## config.mk

```make
export PLATFORM = sky130hd
export DESIGN_NAME = usf_status
export DESIGN_NICKNAME = d
export VERILOG_FILES = /design/src/usf_pkg.sv /design/src/usf_status.sv
export SDC_FILE = /design/constraint.sdc
export NUM_CORES = 1
export LEC_CHECK = 0
export ABC_CLOCK_PERIOD_IN_PS = 1950
export BUFFER_PORTS_ARGS = -buffer_cell sky130_fd_sc_hd__buf_4
export CORE_MARGIN = 4
export CORE_UTILIZATION = 30
export CTS_BUF_LIST = sky130_fd_sc_hd__clkbuf_4 sky130_fd_sc_hd__clkbuf_8
export DETAILED_ROUTE_END_ITERATION = 8
export GPL_TIMING_DRIVEN = 1
export PLACE_DENSITY = 0.55
export SETUP_SLACK_MARGIN = 0.5
export SYNTH_ARGS = -nofsm -noshare
export SYNTH_HDL_FRONTEND = slang
export SYNTH_SLANG_ARGS = --single-unit
```

## constraint.sdc

```tcl
create_clock -name mclk -period 1.95 [get_ports mclk]
set_input_delay 0 -clock mclk [delete_from_list [all_inputs] [get_ports mclk]]
set_output_delay 0 -clock mclk [all_outputs]
set_load 0.005 [all_outputs]
```

## src/usf_pkg.sv

```systemverilog
// package: register map and field positions of the uart status flag block
package usf_pkg;
    localparam int ADDR_W = 4;
    localparam logic [3:0] OFF_STATUS = 4'h0;
    localparam logic [3:0] OFF_CONTROL = 4'h4;
    localparam logic [3:0] OFF_IRQ_EN = 4'h8;
    localparam logic [3:0] OFF_IRQ_CLR = 4'hC;
    // status register bit positions
    localparam int BIT_TX_FREE = 1;
    localparam int BIT_RX_DMA = 3;
    localparam int BIT_TX_DMA = 4;
    localparam int BIT_OVERRUN = 5;
    localparam int BIT_FRAME = 6;
    localparam int BIT_PARITY = 7;
    localparam int BIT_TX_IDLE = 9;
    // control register bit positions
    localparam int BIT_CLR_STATUS = 8;
    localparam int BIT_TX_ENABLE = 0;
    // sticky interrupt event bits
    localparam int IRQ_W = 5;
    localparam int EV_OVERRUN = 0;
    localparam int EV_FRAME = 1;
    localparam int EV_PARITY = 2;
    localparam int EV_RX_DMA = 3;
    localparam int EV_TX_DMA = 4;
    localparam logic [31:0] READ_UNMAPPED = 32'h0000_0000;
    localparam logic [IRQ_W-1:0] IRQ_RESET = 5'h0;
endpackage : usf_pkg

```

## src/usf_status.sv

```systemverilog
// uart status flag logic with avalon-mm register slave and interrupt
`timescale 1ns/100ps
// How it works
// - rx_dma_done_flag reads 1 while the receive dma end signal is high.
// - tx_dma_done_flag reads 1 while the transmit dma end signal is high.
// - overrun_flag sets on any overrun and holds until clear_status_command.
// - the framing flag sets on any framing error and holds until the clear.
// - parity_error_flag sets on any parity error and holds until the clear.
// - tx_idle_flag reads 0 if holding full, shifter busy or tx disabled.
// - tx_idle_flag reads 1 only when holding and shifter are both empty.
// - tx_holding_free_flag reads 1 when holding is empty and tx enabled.
module usf_status (
    input wire logic mclk,
    input wire logic reset,
    input wire logic [usf_pkg::ADDR_W-1:0] address,
    input wire logic read,
    input wire logic write,
    input wire logic [31:0] writedata,
    output logic [31:0] readdata,
    output logic waitrequest,
    input wire logic rx_dma_end,
    input wire logic tx_dma_end,
    input wire logic rx_overrun,
    input wire logic rx_frame_err,
    input wire logic rx_parity_err,
    input wire logic tx_holding_full,
    input wire logic tx_shifter_busy,
    output logic tx_enable,
    output logic irq
);
    typedef struct packed {
        logic [31:0] rdata;
        logic ack;
        logic overrun;
        logic frame;
        logic parity;
        logic tx_en;
        logic [usf_pkg::IRQ_W-1:0] ev;
        logic [usf_pkg::IRQ_W-1:0] ev_en;
        logic rx_dma_prev;
        logic tx_dma_prev;
    } usf_state_t;

    usf_state_t st_q;
    usf_state_t st_d;
    logic rx_dma_done_flag;
    logic tx_dma_done_flag;
    logic tx_idle_flag;
    logic tx_holding_free_flag;
    logic clear_status_command;
    logic wr_take;
    logic rd_take;
    logic [usf_pkg::IRQ_W-1:0] ev_set;
    logic [31:0] status_word;

    function automatic logic hit(input logic [usf_pkg::ADDR_W-1:0] a,
                                 input logic [usf_pkg::ADDR_W-1:0] off);
        hit = (a == off);
    endfunction : hit

    assign rx_dma_done_flag = rx_dma_end;
    assign tx_dma_done_flag = tx_dma_end;
    // idle needs both stages empty and the transmitter running
    assign tx_idle_flag = st_q.tx_en && !tx_holding_full
                          && !tx_shifter_busy;
    assign tx_holding_free_flag = st_q.tx_en && !tx_holding_full;

    // one wait cycle per access so read data comes from a flip-flop
    assign waitrequest = (read || write) && !st_q.ack;
    assign wr_take = write && st_q.ack;
    assign rd_take = read && !st_q.ack;
    assign clear_status_command = write && !st_q.ack
        && hit(address, usf_pkg::OFF_CONTROL)
        && writedata[usf_pkg::BIT_CLR_STATUS];
    assign readdata = st_q.rdata;
    assign tx_enable = st_q.tx_en;
    assign irq = |(st_q.ev & st_q.ev_en);

    always_comb
    begin
        status_word = usf_pkg::READ_UNMAPPED;
        status_word[usf_pkg::BIT_TX_FREE] = tx_holding_free_flag;
        status_word[usf_pkg::BIT_RX_DMA] = rx_dma_done_flag;
        status_word[usf_pkg::BIT_TX_DMA] = tx_dma_done_flag;
        status_word[usf_pkg::BIT_OVERRUN] = st_q.overrun;
        status_word[usf_pkg::BIT_FRAME] = st_q.frame;
        status_word[usf_pkg::BIT_PARITY] = st_q.parity;
        status_word[usf_pkg::BIT_TX_IDLE] = tx_idle_flag;
        ev_set = '0;
        ev_set[usf_pkg::EV_OVERRUN] = rx_overrun;
        ev_set[usf_pkg::EV_FRAME] = rx_frame_err;
        ev_set[usf_pkg::EV_PARITY] = rx_parity_err;
        ev_set[usf_pkg::EV_RX_DMA] = rx_dma_end && !st_q.rx_dma_prev;
        ev_set[usf_pkg::EV_TX_DMA] = tx_dma_end && !st_q.tx_dma_prev;
    end

    always_comb
    begin
        st_d = st_q;
        st_d.ack = (read || write) && !st_q.ack;
        st_d.rx_dma_prev = rx_dma_end;
        st_d.tx_dma_prev = tx_dma_end;
        if (rd_take)
        begin
            if (hit(address, usf_pkg::OFF_STATUS))
                st_d.rdata = status_word;
            else if (hit(address, usf_pkg::OFF_CONTROL))
                st_d.rdata = {31'h0000_0000, st_q.tx_en};
            else if (hit(address, usf_pkg::OFF_IRQ_EN))
                st_d.rdata = {27'h000_0000, st_q.ev_en};
            else if (hit(address, usf_pkg::OFF_IRQ_CLR))
                st_d.rdata = {27'h000_0000, st_q.ev};
            else
                st_d.rdata = usf_pkg::READ_UNMAPPED;
        end
        if (wr_take && hit(address, usf_pkg::OFF_CONTROL))
            st_d.tx_en = writedata[usf_pkg::BIT_TX_ENABLE];
        if (wr_take && hit(address, usf_pkg::OFF_IRQ_EN))
            st_d.ev_en = writedata[usf_pkg::IRQ_W-1:0];
        if (wr_take && hit(address, usf_pkg::OFF_IRQ_CLR))
            st_d.ev = st_q.ev & ~writedata[usf_pkg::IRQ_W-1:0];
        st_d.ev = st_d.ev | ev_set;
        // a new error in the clearing cycle survives the clear
        if (clear_status_command)
        begin
            st_d.overrun = 1'b0;
            st_d.frame = 1'b0;
            st_d.parity = 1'b0;
        end
        if (rx_overrun)
            st_d.overrun = 1'b1;
        if (rx_frame_err)
            st_d.frame = 1'b1;
        if (rx_parity_err)
            st_d.parity = 1'b1;
    end

    always_ff @(posedge mclk)
    begin
        if (reset)
        begin
            st_q <= '0;
            st_q.ev <= usf_pkg::IRQ_RESET;
        end
        else
            st_q <= st_d;
    end

    // bits of the status word that carry a flag; all others read zero
    localparam logic [31:0] STATUS_USED =
        (32'h0000_0001 << usf_pkg::BIT_TX_FREE)
        | (32'h0000_0001 << usf_pkg::BIT_RX_DMA)
        | (32'h0000_0001 << usf_pkg::BIT_TX_DMA)
        | (32'h0000_0001 << usf_pkg::BIT_OVERRUN)
        | (32'h0000_0001 << usf_pkg::BIT_FRAME)
        | (32'h0000_0001 << usf_pkg::BIT_PARITY)
        | (32'h0000_0001 << usf_pkg::BIT_TX_IDLE);

    // sticky receive errors: a new error beats the clear
    chk_overrun_sets: assert property (
        @(posedge mclk) disable iff (reset)
        rx_overrun |=> st_q.overrun)
        else $error("overrun flag did not set");
    chk_overrun_holds: assert property (
        @(posedge mclk) disable iff (reset)
        st_q.overrun && !clear_status_command |=> st_q.overrun)
        else $error("overrun flag dropped without clear");
    chk_overrun_clear: assert property (
        @(posedge mclk) disable iff (reset)
        clear_status_command && !rx_overrun |=> !st_q.overrun)
        else $error("overrun flag not cleared");
    chk_overrun_rises: assert property (
        @(posedge mclk) disable iff (reset)
        $rose(st_q.overrun) |-> $past(rx_overrun))
        else $error("overrun flag rose without error");
    chk_frame_sets: assert property (
        @(posedge mclk) disable iff (reset)
        rx_frame_err |=> st_q.frame)
        else $error("framing flag did not set");
    chk_frame_holds: assert property (
        @(posedge mclk) disable iff (reset)
        st_q.frame && !clear_status_command |=> st_q.frame)
        else $error("framing flag dropped without clear");
    chk_frame_clear: assert property (
        @(posedge mclk) disable iff (reset)
        clear_status_command && !rx_frame_err |=> !st_q.frame)
        else $error("framing flag not cleared");
    chk_frame_rises: assert property (
        @(posedge mclk) disable iff (reset)
        $rose(st_q.frame) |-> $past(rx_frame_err))
        else $error("framing flag rose without error");
    chk_parity_sets: assert property (
        @(posedge mclk) disable iff (reset)
        rx_parity_err |=> st_q.parity)
        else $error("parity flag did not set");
    chk_parity_holds: assert property (
        @(posedge mclk) disable iff (reset)
        st_q.parity && !clear_status_command |=> st_q.parity)
        else $error("parity flag dropped without clear");
    chk_parity_clear: assert property (
        @(posedge mclk) disable iff (reset)
        clear_status_command && !rx_parity_err |=> !st_q.parity)
        else $error("parity flag not cleared");
    chk_parity_rises: assert property (
        @(posedge mclk) disable iff (reset)
        $rose(st_q.parity) |-> $past(rx_parity_err))
        else $error("parity flag rose without error");
    chk_read_keeps: assert property (
        @(posedge mclk) disable iff (reset)
        st_q.parity && rd_take && !clear_status_command |=> st_q.parity)
        else $error("read cleared a sticky flag");
    chk_read_keeps_frame: assert property (
        @(posedge mclk) disable iff (reset)
        st_q.frame && rd_take && !clear_status_command |=> st_q.frame)
        else $error("read cleared the framing flag");
    chk_clear_once: assert property (
        @(posedge mclk) disable iff (reset)
        clear_status_command |-> write && waitrequest)
        else $error("status clear outside first write cycle");

    // status word as software reads it, one cycle after the request
    chk_rx_dma_flag: assert property (
        @(posedge mclk) disable iff (reset)
        rd_take && hit(address, usf_pkg::OFF_STATUS) |=>
        readdata[usf_pkg::BIT_RX_DMA] == $past(rx_dma_end))
        else $error("rx dma flag mismatch");
    chk_tx_dma_flag: assert property (
        @(posedge mclk) disable iff (reset)
        rd_take && hit(address, usf_pkg::OFF_STATUS) |=>
        readdata[usf_pkg::BIT_TX_DMA] == $past(tx_dma_end))
        else $error("tx dma flag mismatch");
    chk_read_overrun: assert property (
        @(posedge mclk) disable iff (reset)
        rd_take && hit(address, usf_pkg::OFF_STATUS) |=>
        readdata[usf_pkg::BIT_OVERRUN] == $past(st_q.overrun))
        else $error("overrun flag read wrong");
    chk_read_frame: assert property (
        @(posedge mclk) disable iff (reset)
        rd_take && hit(address, usf_pkg::OFF_STATUS) |=>
        readdata[usf_pkg::BIT_FRAME] == $past(st_q.frame))
        else $error("framing flag read wrong");
    chk_read_parity: assert property (
        @(posedge mclk) disable iff (reset)
        rd_take && hit(address, usf_pkg::OFF_STATUS) |=>
        readdata[usf_pkg::BIT_PARITY] == $past(st_q.parity))
        else $error("parity flag read wrong");
    chk_idle_zero: assert property (
        @(posedge mclk) disable iff (reset)
        tx_holding_full || tx_shifter_busy || !st_q.tx_en |-> !tx_idle_flag)
        else $error("idle flag high while busy");
    chk_idle_one: assert property (
        @(posedge mclk) disable iff (reset)
        tx_idle_flag |-> !tx_holding_full && !tx_shifter_busy)
        else $error("idle flag high with character");
    chk_read_idle: assert property (
        @(posedge mclk) disable iff (reset)
        rd_take && hit(address, usf_pkg::OFF_STATUS) |=>
        readdata[usf_pkg::BIT_TX_IDLE] == ($past(tx_enable)
        && !$past(tx_holding_full) && !$past(tx_shifter_busy)))
        else $error("idle flag read wrong");
    chk_holding_free: assert property (
        @(posedge mclk) disable iff (reset)
        rd_take && hit(address, usf_pkg::OFF_STATUS) |=>
        readdata[usf_pkg::BIT_TX_FREE] ==
        ($past(tx_enable) && !$past(tx_holding_full)))
        else $error("holding free flag wrong");
    chk_free_disabled: assert property (
        @(posedge mclk) disable iff (reset)
        !tx_enable |-> !tx_holding_free_flag && !tx_idle_flag)
        else $error("transmit flags high while disabled");
    chk_free_full: assert property (
        @(posedge mclk) disable iff (reset)
        tx_holding_full |-> !tx_holding_free_flag)
        else $error("holding free flag high with character");
    chk_status_spare: assert property (
        @(posedge mclk) disable iff (reset)
        rd_take && hit(address, usf_pkg::OFF_STATUS) |=>
        (readdata & ~STATUS_USED) == '0)
        else $error("unused status bit read as one");

    // register bus: exactly one wait cycle, data held between reads
    chk_wait_first: assert property (
        @(posedge mclk) disable iff (reset)
        $rose(read || write) |-> waitrequest)
        else $error("no wait cycle at start of access");
    chk_wait_one: assert property (
        @(posedge mclk) disable iff (reset)
        (read || write) && waitrequest ##1 (read || write)
        |-> !waitrequest)
        else $error("more than one wait cycle");
    chk_wait_idle: assert property (
        @(posedge mclk) disable iff (reset)
        !read && !write |-> !waitrequest)
        else $error("wait request without access");
    chk_rdata_holds: assert property (
        @(posedge mclk) disable iff (reset)
        !rd_take |=> $stable(readdata))
        else $error("read data changed without a read");
    chk_read_control: assert property (
        @(posedge mclk) disable iff (reset)
        rd_take && hit(address, usf_pkg::OFF_CONTROL) |=>
        readdata[usf_pkg::BIT_TX_ENABLE] == $past(tx_enable)
        && !readdata[usf_pkg::BIT_CLR_STATUS])
        else $error("control register read wrong");
    chk_read_unmapped: assert property (
        @(posedge mclk) disable iff (reset)
        rd_take && !hit(address, usf_pkg::OFF_STATUS)
        && !hit(address, usf_pkg::OFF_CONTROL)
        && !hit(address, usf_pkg::OFF_IRQ_EN)
        && !hit(address, usf_pkg::OFF_IRQ_CLR)
        |=> readdata == usf_pkg::READ_UNMAPPED)
        else $error("unmapped read not zero");
    chk_write_tx_en: assert property (
        @(posedge mclk) disable iff (reset)
        wr_take && hit(address, usf_pkg::OFF_CONTROL) |=>
        tx_enable == $past(writedata[usf_pkg::BIT_TX_ENABLE]))
        else $error("transmit enable not written");
    chk_tx_en_holds: assert property (
        @(posedge mclk) disable iff (reset)
        !(wr_take && hit(address, usf_pkg::OFF_CONTROL))
        |=> $stable(tx_enable))
        else $error("transmit enable changed without write");

    // interrupt events: sticky until written one, level output
    chk_overrun_event: assert property (
        @(posedge mclk) disable iff (reset)
        rx_overrun |=> st_q.ev[usf_pkg::EV_OVERRUN])
        else $error("overrun event not latched");
    chk_rx_dma_event: assert property (
        @(posedge mclk) disable iff (reset)
        $rose(rx_dma_end) |=> st_q.ev[usf_pkg::EV_RX_DMA])
        else $error("rx dma event not latched");
    chk_tx_dma_event: assert property (
        @(posedge mclk) disable iff (reset)
        $rose(tx_dma_end) |=> st_q.ev[usf_pkg::EV_TX_DMA])
        else $error("tx dma event not latched");
    chk_event_sticky: assert property (
        @(posedge mclk) disable iff (reset)
        !(wr_take && hit(address, usf_pkg::OFF_IRQ_CLR))
        |=> (st_q.ev & $past(st_q.ev)) == $past(st_q.ev))
        else $error("event dropped without clear");
    chk_event_clear: assert property (
        @(posedge mclk) disable iff (reset)
        wr_take && hit(address, usf_pkg::OFF_IRQ_CLR) && ev_set == '0
        |=> (st_q.ev & $past(writedata[usf_pkg::IRQ_W-1:0])) == '0)
        else $error("event not cleared by write");
    chk_irq_en_write: assert property (
        @(posedge mclk) disable iff (reset)
        wr_take && hit(address, usf_pkg::OFF_IRQ_EN) |=>
        st_q.ev_en == $past(writedata[usf_pkg::IRQ_W-1:0]))
        else $error("interrupt enable not written");
    chk_irq_quiet: assert property (
        @(posedge mclk) disable iff (reset)
        st_q.ev_en == '0 |-> !irq)
        else $error("interrupt high with all enables off");
    chk_irq_raised: assert property (
        @(posedge mclk) disable iff (reset)
        (st_q.ev & st_q.ev_en) != '0 |-> irq)
        else $error("interrupt low with enabled event");
endmodule : usf_status

```

Word level (Yosys, flattened, before mapping):

Index checks and enable logic that the tools add are counted.

* register bits after elaboration: 49
* input bits: 47
* output and inout port bits: 35
* word-level logic and storage cells: 50

* eq/ne operators: 3
* muxes and demuxes: 9
* bitwise operators: 4
* reductions and logical operators: 24

Operator list (count)
* 5-bit 2-to-1 mux: 4
* 1-bit logical AND: 13
* 5-bit AND: 2
* 10-bit 2-to-1 mux: 1
* 4-bit == test (second input constant): 2
* 2-bit nonzero test: 3
* 1-bit logical NOT: 5
* 5-bit inverter: 1
* 5-bit OR: 1
* 5-bit OR reduction: 1
* 4-bit by 3-bit == test with 1-bit output (second input constant): 1
* 4-bit logical NOT: 1
* 1-bit 2-to-1 mux: 3
* 3-bit 2-to-1 mux: 1
* 1-bit logical OR: 1

Logic depth before layout (Yosys ltp):

Gate-level depths: netlist (run 1).

* word-level depth: 6
* gate-level depth with buffers: 5
* mapped depth without buffers: 4

Worst setup path before layout (run 1):

OpenSTA, ideal clock, no wires.

* path kind: reg-to-reg
* from: register st_q[16] in the netlist's numbering
* to: register st_q, in the netlist readdata[5]
* setup time: 0.065 ns
* arrival time: 1.080 ns
* data required time: 1.885 ns
* setup slack: 0.805 ns
* cell stages (with the launch flop): 6
* buffers on the path: 1
* clock period less this slack: 1.145 ns
* cells stage by stage: dfxtp_1 nand2b_1 buf_2 nor4b_4 a22oi_1 nor2_1

* cells in the longest elaborated chain, start to end: 2

Ends and longest elaborated chain
* from (decl): RTL line usf_status.sv:44 `usf_state_t st_q;`
* from (signal assigned): RTL line usf_status.sv:146 `st_q <= st_d;`
* 1-bit logical NOT: RTL line usf_status.sv:71 `assign rd_take = read && !st_q.ack;`
* 1-bit logical AND: RTL line usf_status.sv:71

No other way between the ends.
A chain may end at the register's enable or synchronous reset.

Worst setup path in the final report (run 1):

* from: register st_q[16] in the netlist's numbering
* to: register st_q, in the netlist readdata[7]

Same word-level chain as after synthesis.

==> flow_summary.json, run 1 <==
{
  "cts_tree": "built",
  "arrival_ns": 1.48,
  "placed_cells": 218,
  "cp-end-kind": "flop",
  "synthTopCellsByArea": "dfxtp_1, buf_4, nor2_1",
  "timing.fmax_mhz": 785,
  "die_x_um": 74.7,
  "cp-start-kind": "flop",
  "die_area_um2": 5590,
  "drt_wl_total_um": 2780,
  "vias": 1007,
  "synth_largest_area_cell": "dfxtp_1",
  "fin_area_um2": 1590,
  "numPortBuffers": 32,
  "synthDistinctLibCells": 35,
  "rsz0062_at_grt": "false",
  "placed_cell_area_um2": 1470,
  "cts_max_level": 1,
  "cts_made_buffers": 3,
  "dr.pass1.iters": 4,
  "cts_sinks": 26,
  "grt_pass1_vias": 903,
  "period_share_pct": 65.3,
  "postRouteAntennaNets": 0,
  "cp_max_fo": 10,
  "fin_nets": 226,
  "vias_per_cell": 4.40,
  "drt_iter0_drc": 18,
  "synth_cells": 148,
  "grt_pass1_wl_um": 4240,
  "synthesis.area_um2": 1340,
  "yosysWarnings": 0,
  "path_cells": "nand2b_2, nor4b_4, a22oi_1, nor2_1",
  "hold_path_class": "input port to flop",
  "slowest_delay_ns": 0.36,
  "io_pins": 82,
  "overflow": 0,
  "wl_per_cell_um": 12.2,
  "area_growth_pct": 19.0,
  "grtUsageTotal_pct": 9.74,
  "setup_tns_ns": 0,
  "die_y_um": 74.7,
  "power_density_nw_per_um2": 634,
  "diodes": 0,
  "antenna_found_initial": 0,
  "setup_viol": 0,
  "synth_seq_area_share_pct": 39.0,
  "yosysTopAreaCellShare_pct": 39.0,
  "grt_max_degree": 22,
  "min_period_ns": 1.27,
  "report.final.slew_viol_count": 0,
  "finalPower_mw": 1.01,
  "gp_congestion": 0.703,
  "hold_viol": 0,
  "core-area_um2": 4320,
  "critPathRequiredTime_ns": 2.16,
  "critPathTopFamily": "simple AND/OR/NAND/NOR gates",
  "fin_util_pct": 36.8,
  "avgSynthCellArea_um2": 9.03,
  "final_cell_mix": "buf_4, dfxtp_1, conb_1",
  "worstSetupPathType": "flop to flop",
  "peakVddDrop_mv": 0.327,
  "clk_pin_slew_ns": 0.09,
  "clk_latency_ns": 0.27,
  "layout_commonest_cell": "buf_4",
  "drc": 0,
  "leakage_nw": 0.729,
  "cts_buffer_depth": 2,
  "crit_path_top_delay_cell": "dfxtp_1",
  "rrSetupSlack_ns": 0.68,
  "hpwl_um": 2140,
  "stdcell_count": 229,
  "finClkSkew_ns": 0.00694,
  "critPathBufInv": 0,
  "root_buffer": "clkbuf_8",
  "maxCapViolCount": 0,
  "drive_above_1_share_pct": 25.4,
  "initial_core_util_pct": 30.9,
  "rows": 24,
  "run_status": "complete, no violations",
  "synth.ff_latch_count": 26
}
-- synth_stat cells --
library cell and number:
buf_4 32, dfxtp_1 26, nor2_1 19, a21oi_1 7
mux2i_1 6, nand2_1 6, a22oi_1 4, inv_1 4
mux2_2 4, nor2b_1 4, nand3_1 3, a221oi_1 2
a31oi_1 2, a32o_1 2, buf_2 2, clkbuf_1 2
nand4_1 2, nor3b_1 2, o21a_1 2, o21ai_0 2
a21boi_0 1, a21boi_1 1, a222oi_1 1, a2bb2oi_1 1
and2_1 1, and2_4 1, and3_2 1, conb_1 1
nand2b_1 1, nand3b_2 1, nand4b_1 1, nor3_1 1
nor4_2 1, nor4b_4 1, o2111ai_1 1
-- worst reg2reg max path, cell delays in order (launching register included) --
cell      delay, ns
dfxtp_1        0.36
nand2b_2       0.31
nor4b_4        0.35
a22oi_1        0.10
nor2_1         0.10
-- cell type report --
cell class                      instances  area (um2)
Fill cell                             472        2730
Timing Repair Buffer                   40         320
Inverter                                4        15.0
Tap cell                               52        65.1
Multi-Input combinational cell        104         628
Sequential cell                        26         520
Clock buffer                            3        41.3
-- cell families after synthesis --
family / share of synthesized area, %
AOI/OAI and AO/OA: 13.7
DFF: 39.0
buffers and inverters: 20.4
and+or+nand+nor: 18.8
other: 0.281
muxes: 7.87
-- metrics by stage --
| step | setup WS, ns | hold slack (ns) |
|---|---|---|
| floorplan | 0.805 | 0.0832 |
| global placement | 0.567 | 0.227 |
| detailed placement | 0.587 | 0.230 |
| CTS | 0.564 | 0.0143 |
| global route | 0.566 | 0.0170 |
| finish | 0.676 | 0.0186 |
-- what timing repair did --
| item | in CTS | in global routing |
|---|---|---|
| resized for setup | 0 | 1 |
| hold buffers | 8 | 0 |
| buffers inserted | 0 | 0 |
| hold endpoints to repair | 12 | 0 |
| endpoints found under the setup margin | 0 | 3 |
-- final timing paths --
check / start / endpoint / cells past startpoint
worst max-delay path: st_q[16]$_SDFF_PP0_ / readdata[7]$_SDFFE_PP0P_ / 4
worst min-delay path: tx_dma_end / readdata[4]$_SDFFE_PP0P_ / 3
worst max register to register: st_q[16]$_SDFF_PP0_ / readdata[7]$_SDFFE_PP0P_ / 4
worst min register to register: readdata[2]$_SDFFE_PP0P_ / readdata[2]$_SDFFE_PP0P_ / 2
-- layer usage --
metal,part of all wire [%],global-route usage [%],vias up
met4,0.43,1.78,0
met3,7.9,2.94,3
li1,-,-,514
met5,0,0,-
met2,43,15.2,32
met1,48,13.5,458
-- state kept, by name (all words and copies together), names as in the netlist --
name       count
tx_enable      1
st_q          16
readdata       9
-- power by group --
| group | total [mW] | leakage [nW] | switching (mW) | internal, mW |
|---|---|---|---|---|
| Combinational | 0.145 | 0.494 | 0.0716 | 0.0736 |
| Sequential | 0.566 | 0.213 | 0.0138 | 0.552 |
| Clock | 0.297 | 0.0216 | 0.159 | 0.138 |
| Total | 1.01 | 0.729 | 0.245 | 0.764 |
(Power assumes the default switching activity.)
==> run 2, diff against run 1 <==
ABC_CLOCK_PERIOD_IN_PS = 1140   (was 1950)
PLACE_DENSITY = 0.58   (was 0.55)
clock period = 1.14 ns   (was 1.95 ns; I/O delays follow)
==> run 2 against run 1 <==
Compared with the run above:
- the run now ends with negative hold slack, negative setup slack left
- clock skew up 0.00089 ns
- non-clock buffer count increased by 1
- largest cell class unchanged
- total power increased by 77%
- combinational power rose by 120%
- sequential share of layout area is 2.1 points lower
- worst setup slack worse by 0.73 ns
- core utilization is 4.3 points higher
- critical endpoint is now irq
- die area is the same
==> flow_summary.json, run 2 (synthesis results as in run 1) <==
{
  "cp-start-kind": "flop",
  "crit_path_top_delay_cell": "a222oi_1",
  "die_area_um2": 5590,
  "peakVddDrop_mv": 0.592,
  "largest_reg_flops": 16,
  "hold_viol": 10,
  "cp_max_fo": 2,
  "r2r-end": "st_q[11]$_SDFF_PP0_",
  "rrSetupSlack_ns": 0.02,
  "hold_path_class": "input port to flop",
  "dr.pass1.iters": 4,
  "violations": "negative hold slack, negative setup slack",
  "overflow": 0,
  "period_share_pct": 105,
  "timing.fmax_mhz": 836,
  "power_density_nw_per_um2": 1010,
  "vias_per_cell": 4.52,
  "min_period_ns": 1.20,
  "critPathRequiredTime_ns": 1.14,
  "antenna_found_initial": 0,
  "cts_made_buffers": 3,
  "rsz0062_at_grt": "true",
  "grt_pass1_vias": 967,
  "endpoint": "irq",
  "top_register": "st_q",
  "die_y_um": 74.7,
  "cts_buffer_depth": 2,
  "leakage_nw": 0.809,
  "worstSetupPathType": "flop to output port",
  "rows": 24,
  "drive_above_1_share_pct": 47.2,
  "drt_wl_total_um": 3030,
  "worstRegToRegCells": 4,
  "root_buffer": "clkbuf_8",
  "finClkSkew_ns": 0.00783,
  "grtUsageTotal_pct": 10.8,
  "hold_slack_ns": -0.0452,
  "cts_tree": "built",
  "critPathTopFamily": "compound AO/OA/AOI/OAI gates",
  "drt_iter0_drc": 30,
  "die_x_um": 74.7,
  "vias": 1039,
  "crit_cells": 3,
  "core-area_um2": 4320,
  "gp_congestion": 0.726,
  "diodes": 0,
  "clk_latency_ns": 0.26,
  "wl_per_cell_um": 13.2,
  "initial_core_util_pct": 30.9,
  "hpwl_um": 2250,
  "fin_util_pct": 41.1,
  "clk_pin_slew_ns": 0.09,
  "report.final.slew_viol_count": 0,
  "slowest_delay_ns": 0.36,
  "fin_nets": 227,
  "crit_start": "st_q[2]$_SDFFE_PP0P_",
  "drc": 0,
  "io_pins": 82,
  "grt_max_degree": 22,
  "arrival_ns": 1.20,
  "maxCapViolCount": 0,
  "run_status": "finished with violations",
  "finalPower_mw": 1.79,
  "postRouteAntennaNets": 0,
  "final_cell_mix": "buf_4, conb_1, nor2_1",
  "grt_pass1_wl_um": 4560,
  "area_growth_pct": 32.9,
  "path_cells": "a222oi_1, nand2_1, buf_4",
  "rr_startpoint": "st_q[16]$_SDFF_PP0_",
  "setup_ws_ns": -0.0561,
  "numPortBuffers": 32,
  "cp-end-kind": "output port",
  "setup_viol": 1,
  "layout_commonest_cell": "buf_4",
  "critPathBufInv": 1,
  "cts_sinks": 26,
  "cts_max_level": 1
}
run 2: cell types whose count changed in the layout (fill, tap and decap cells not counted), sizes merged:
| cell | before | now |
|---|---|---|
| buf | 32 | 41 |
| dlygate4sd3 | 8 | 0 |
run 2: worst min path at each step:
| stage | slack [ns] | end | cells past startpoint | start |
|---|---|---|---|---|
| after floorplan | 0.08 | st_q[0]$_SDFF_PP0_ | 1 | reset |
| after global placement | 0.23 | st_q[9]$_SDFF_PP0_ | 2 | rx_parity_err |
| after CTS | -0.05 | st_q[9]$_SDFF_PP0_ | 2 | rx_parity_err |
| after detailed placement | 0.23 | st_q[9]$_SDFF_PP0_ | 2 | rx_parity_err |
| final | -0.05 | st_q[9]$_SDFF_PP0_ | 2 | rx_parity_err |
| after global routing | -0.05 | st_q[9]$_SDFF_PP0_ | 2 | rx_parity_err |
run 2: what timing repair did:
action,in CTS,in global routing
resized for setup,44,8
pin swaps,21,5
endpoints found under the setup margin,36,36
hold endpoints to repair,14,10
gates cloned,0,0
setup buffers,1,2
run 2: area by class of cell:
cell class | count | area (um2)
fillers | 445 | 2550
well taps | 52 | 65.1
multi-input cells | 104 | 737
repair buffers | 41 | 373
inverters | 4 | 15.0
flip-flops and latches | 26 | 544
clock buffers | 3 | 41.3
run 2: where the power goes:
part	internal, mW	total (mW)	switching (mW)
Clock	0.236	0.498	0.261
Combinational	0.166	0.318	0.152
Sequential	0.945	0.970	0.0256
Total	1.35	1.79	0.439
run 2: through the flow:
| step | setup TNS (ns) | area, um2 | instances | setup WS [ns] |
|---|---|---|---|---|
| 4_1_cts | -0.0686 | 1720 | 228 | -0.0686 |
| 2_1_floorplan | 0 | 1430 | 170 | 0.0337 |
| 6_report | -0.0561 | 1780 | 230 | -0.0561 |
| 5_1_grt | -0.153 | 1780 | 230 | -0.119 |
| 3_5_place_dp | 0 | 1530 | 224 | 0.0126 |
| 3_3_place_gp | 0 | 1530 | 224 | 0.0254 |
run 2: layer usage:
layer	track usage, %	part of all wire, %	routed length (um)	vias to the layer above
li1	-	-	-	521
met1	14.1	44	1340	483
met2	17.4	48	1460	33
met3	3.87	7.1	215	2
met4	1.78	0.33	10	0
met5	0	0	0	-
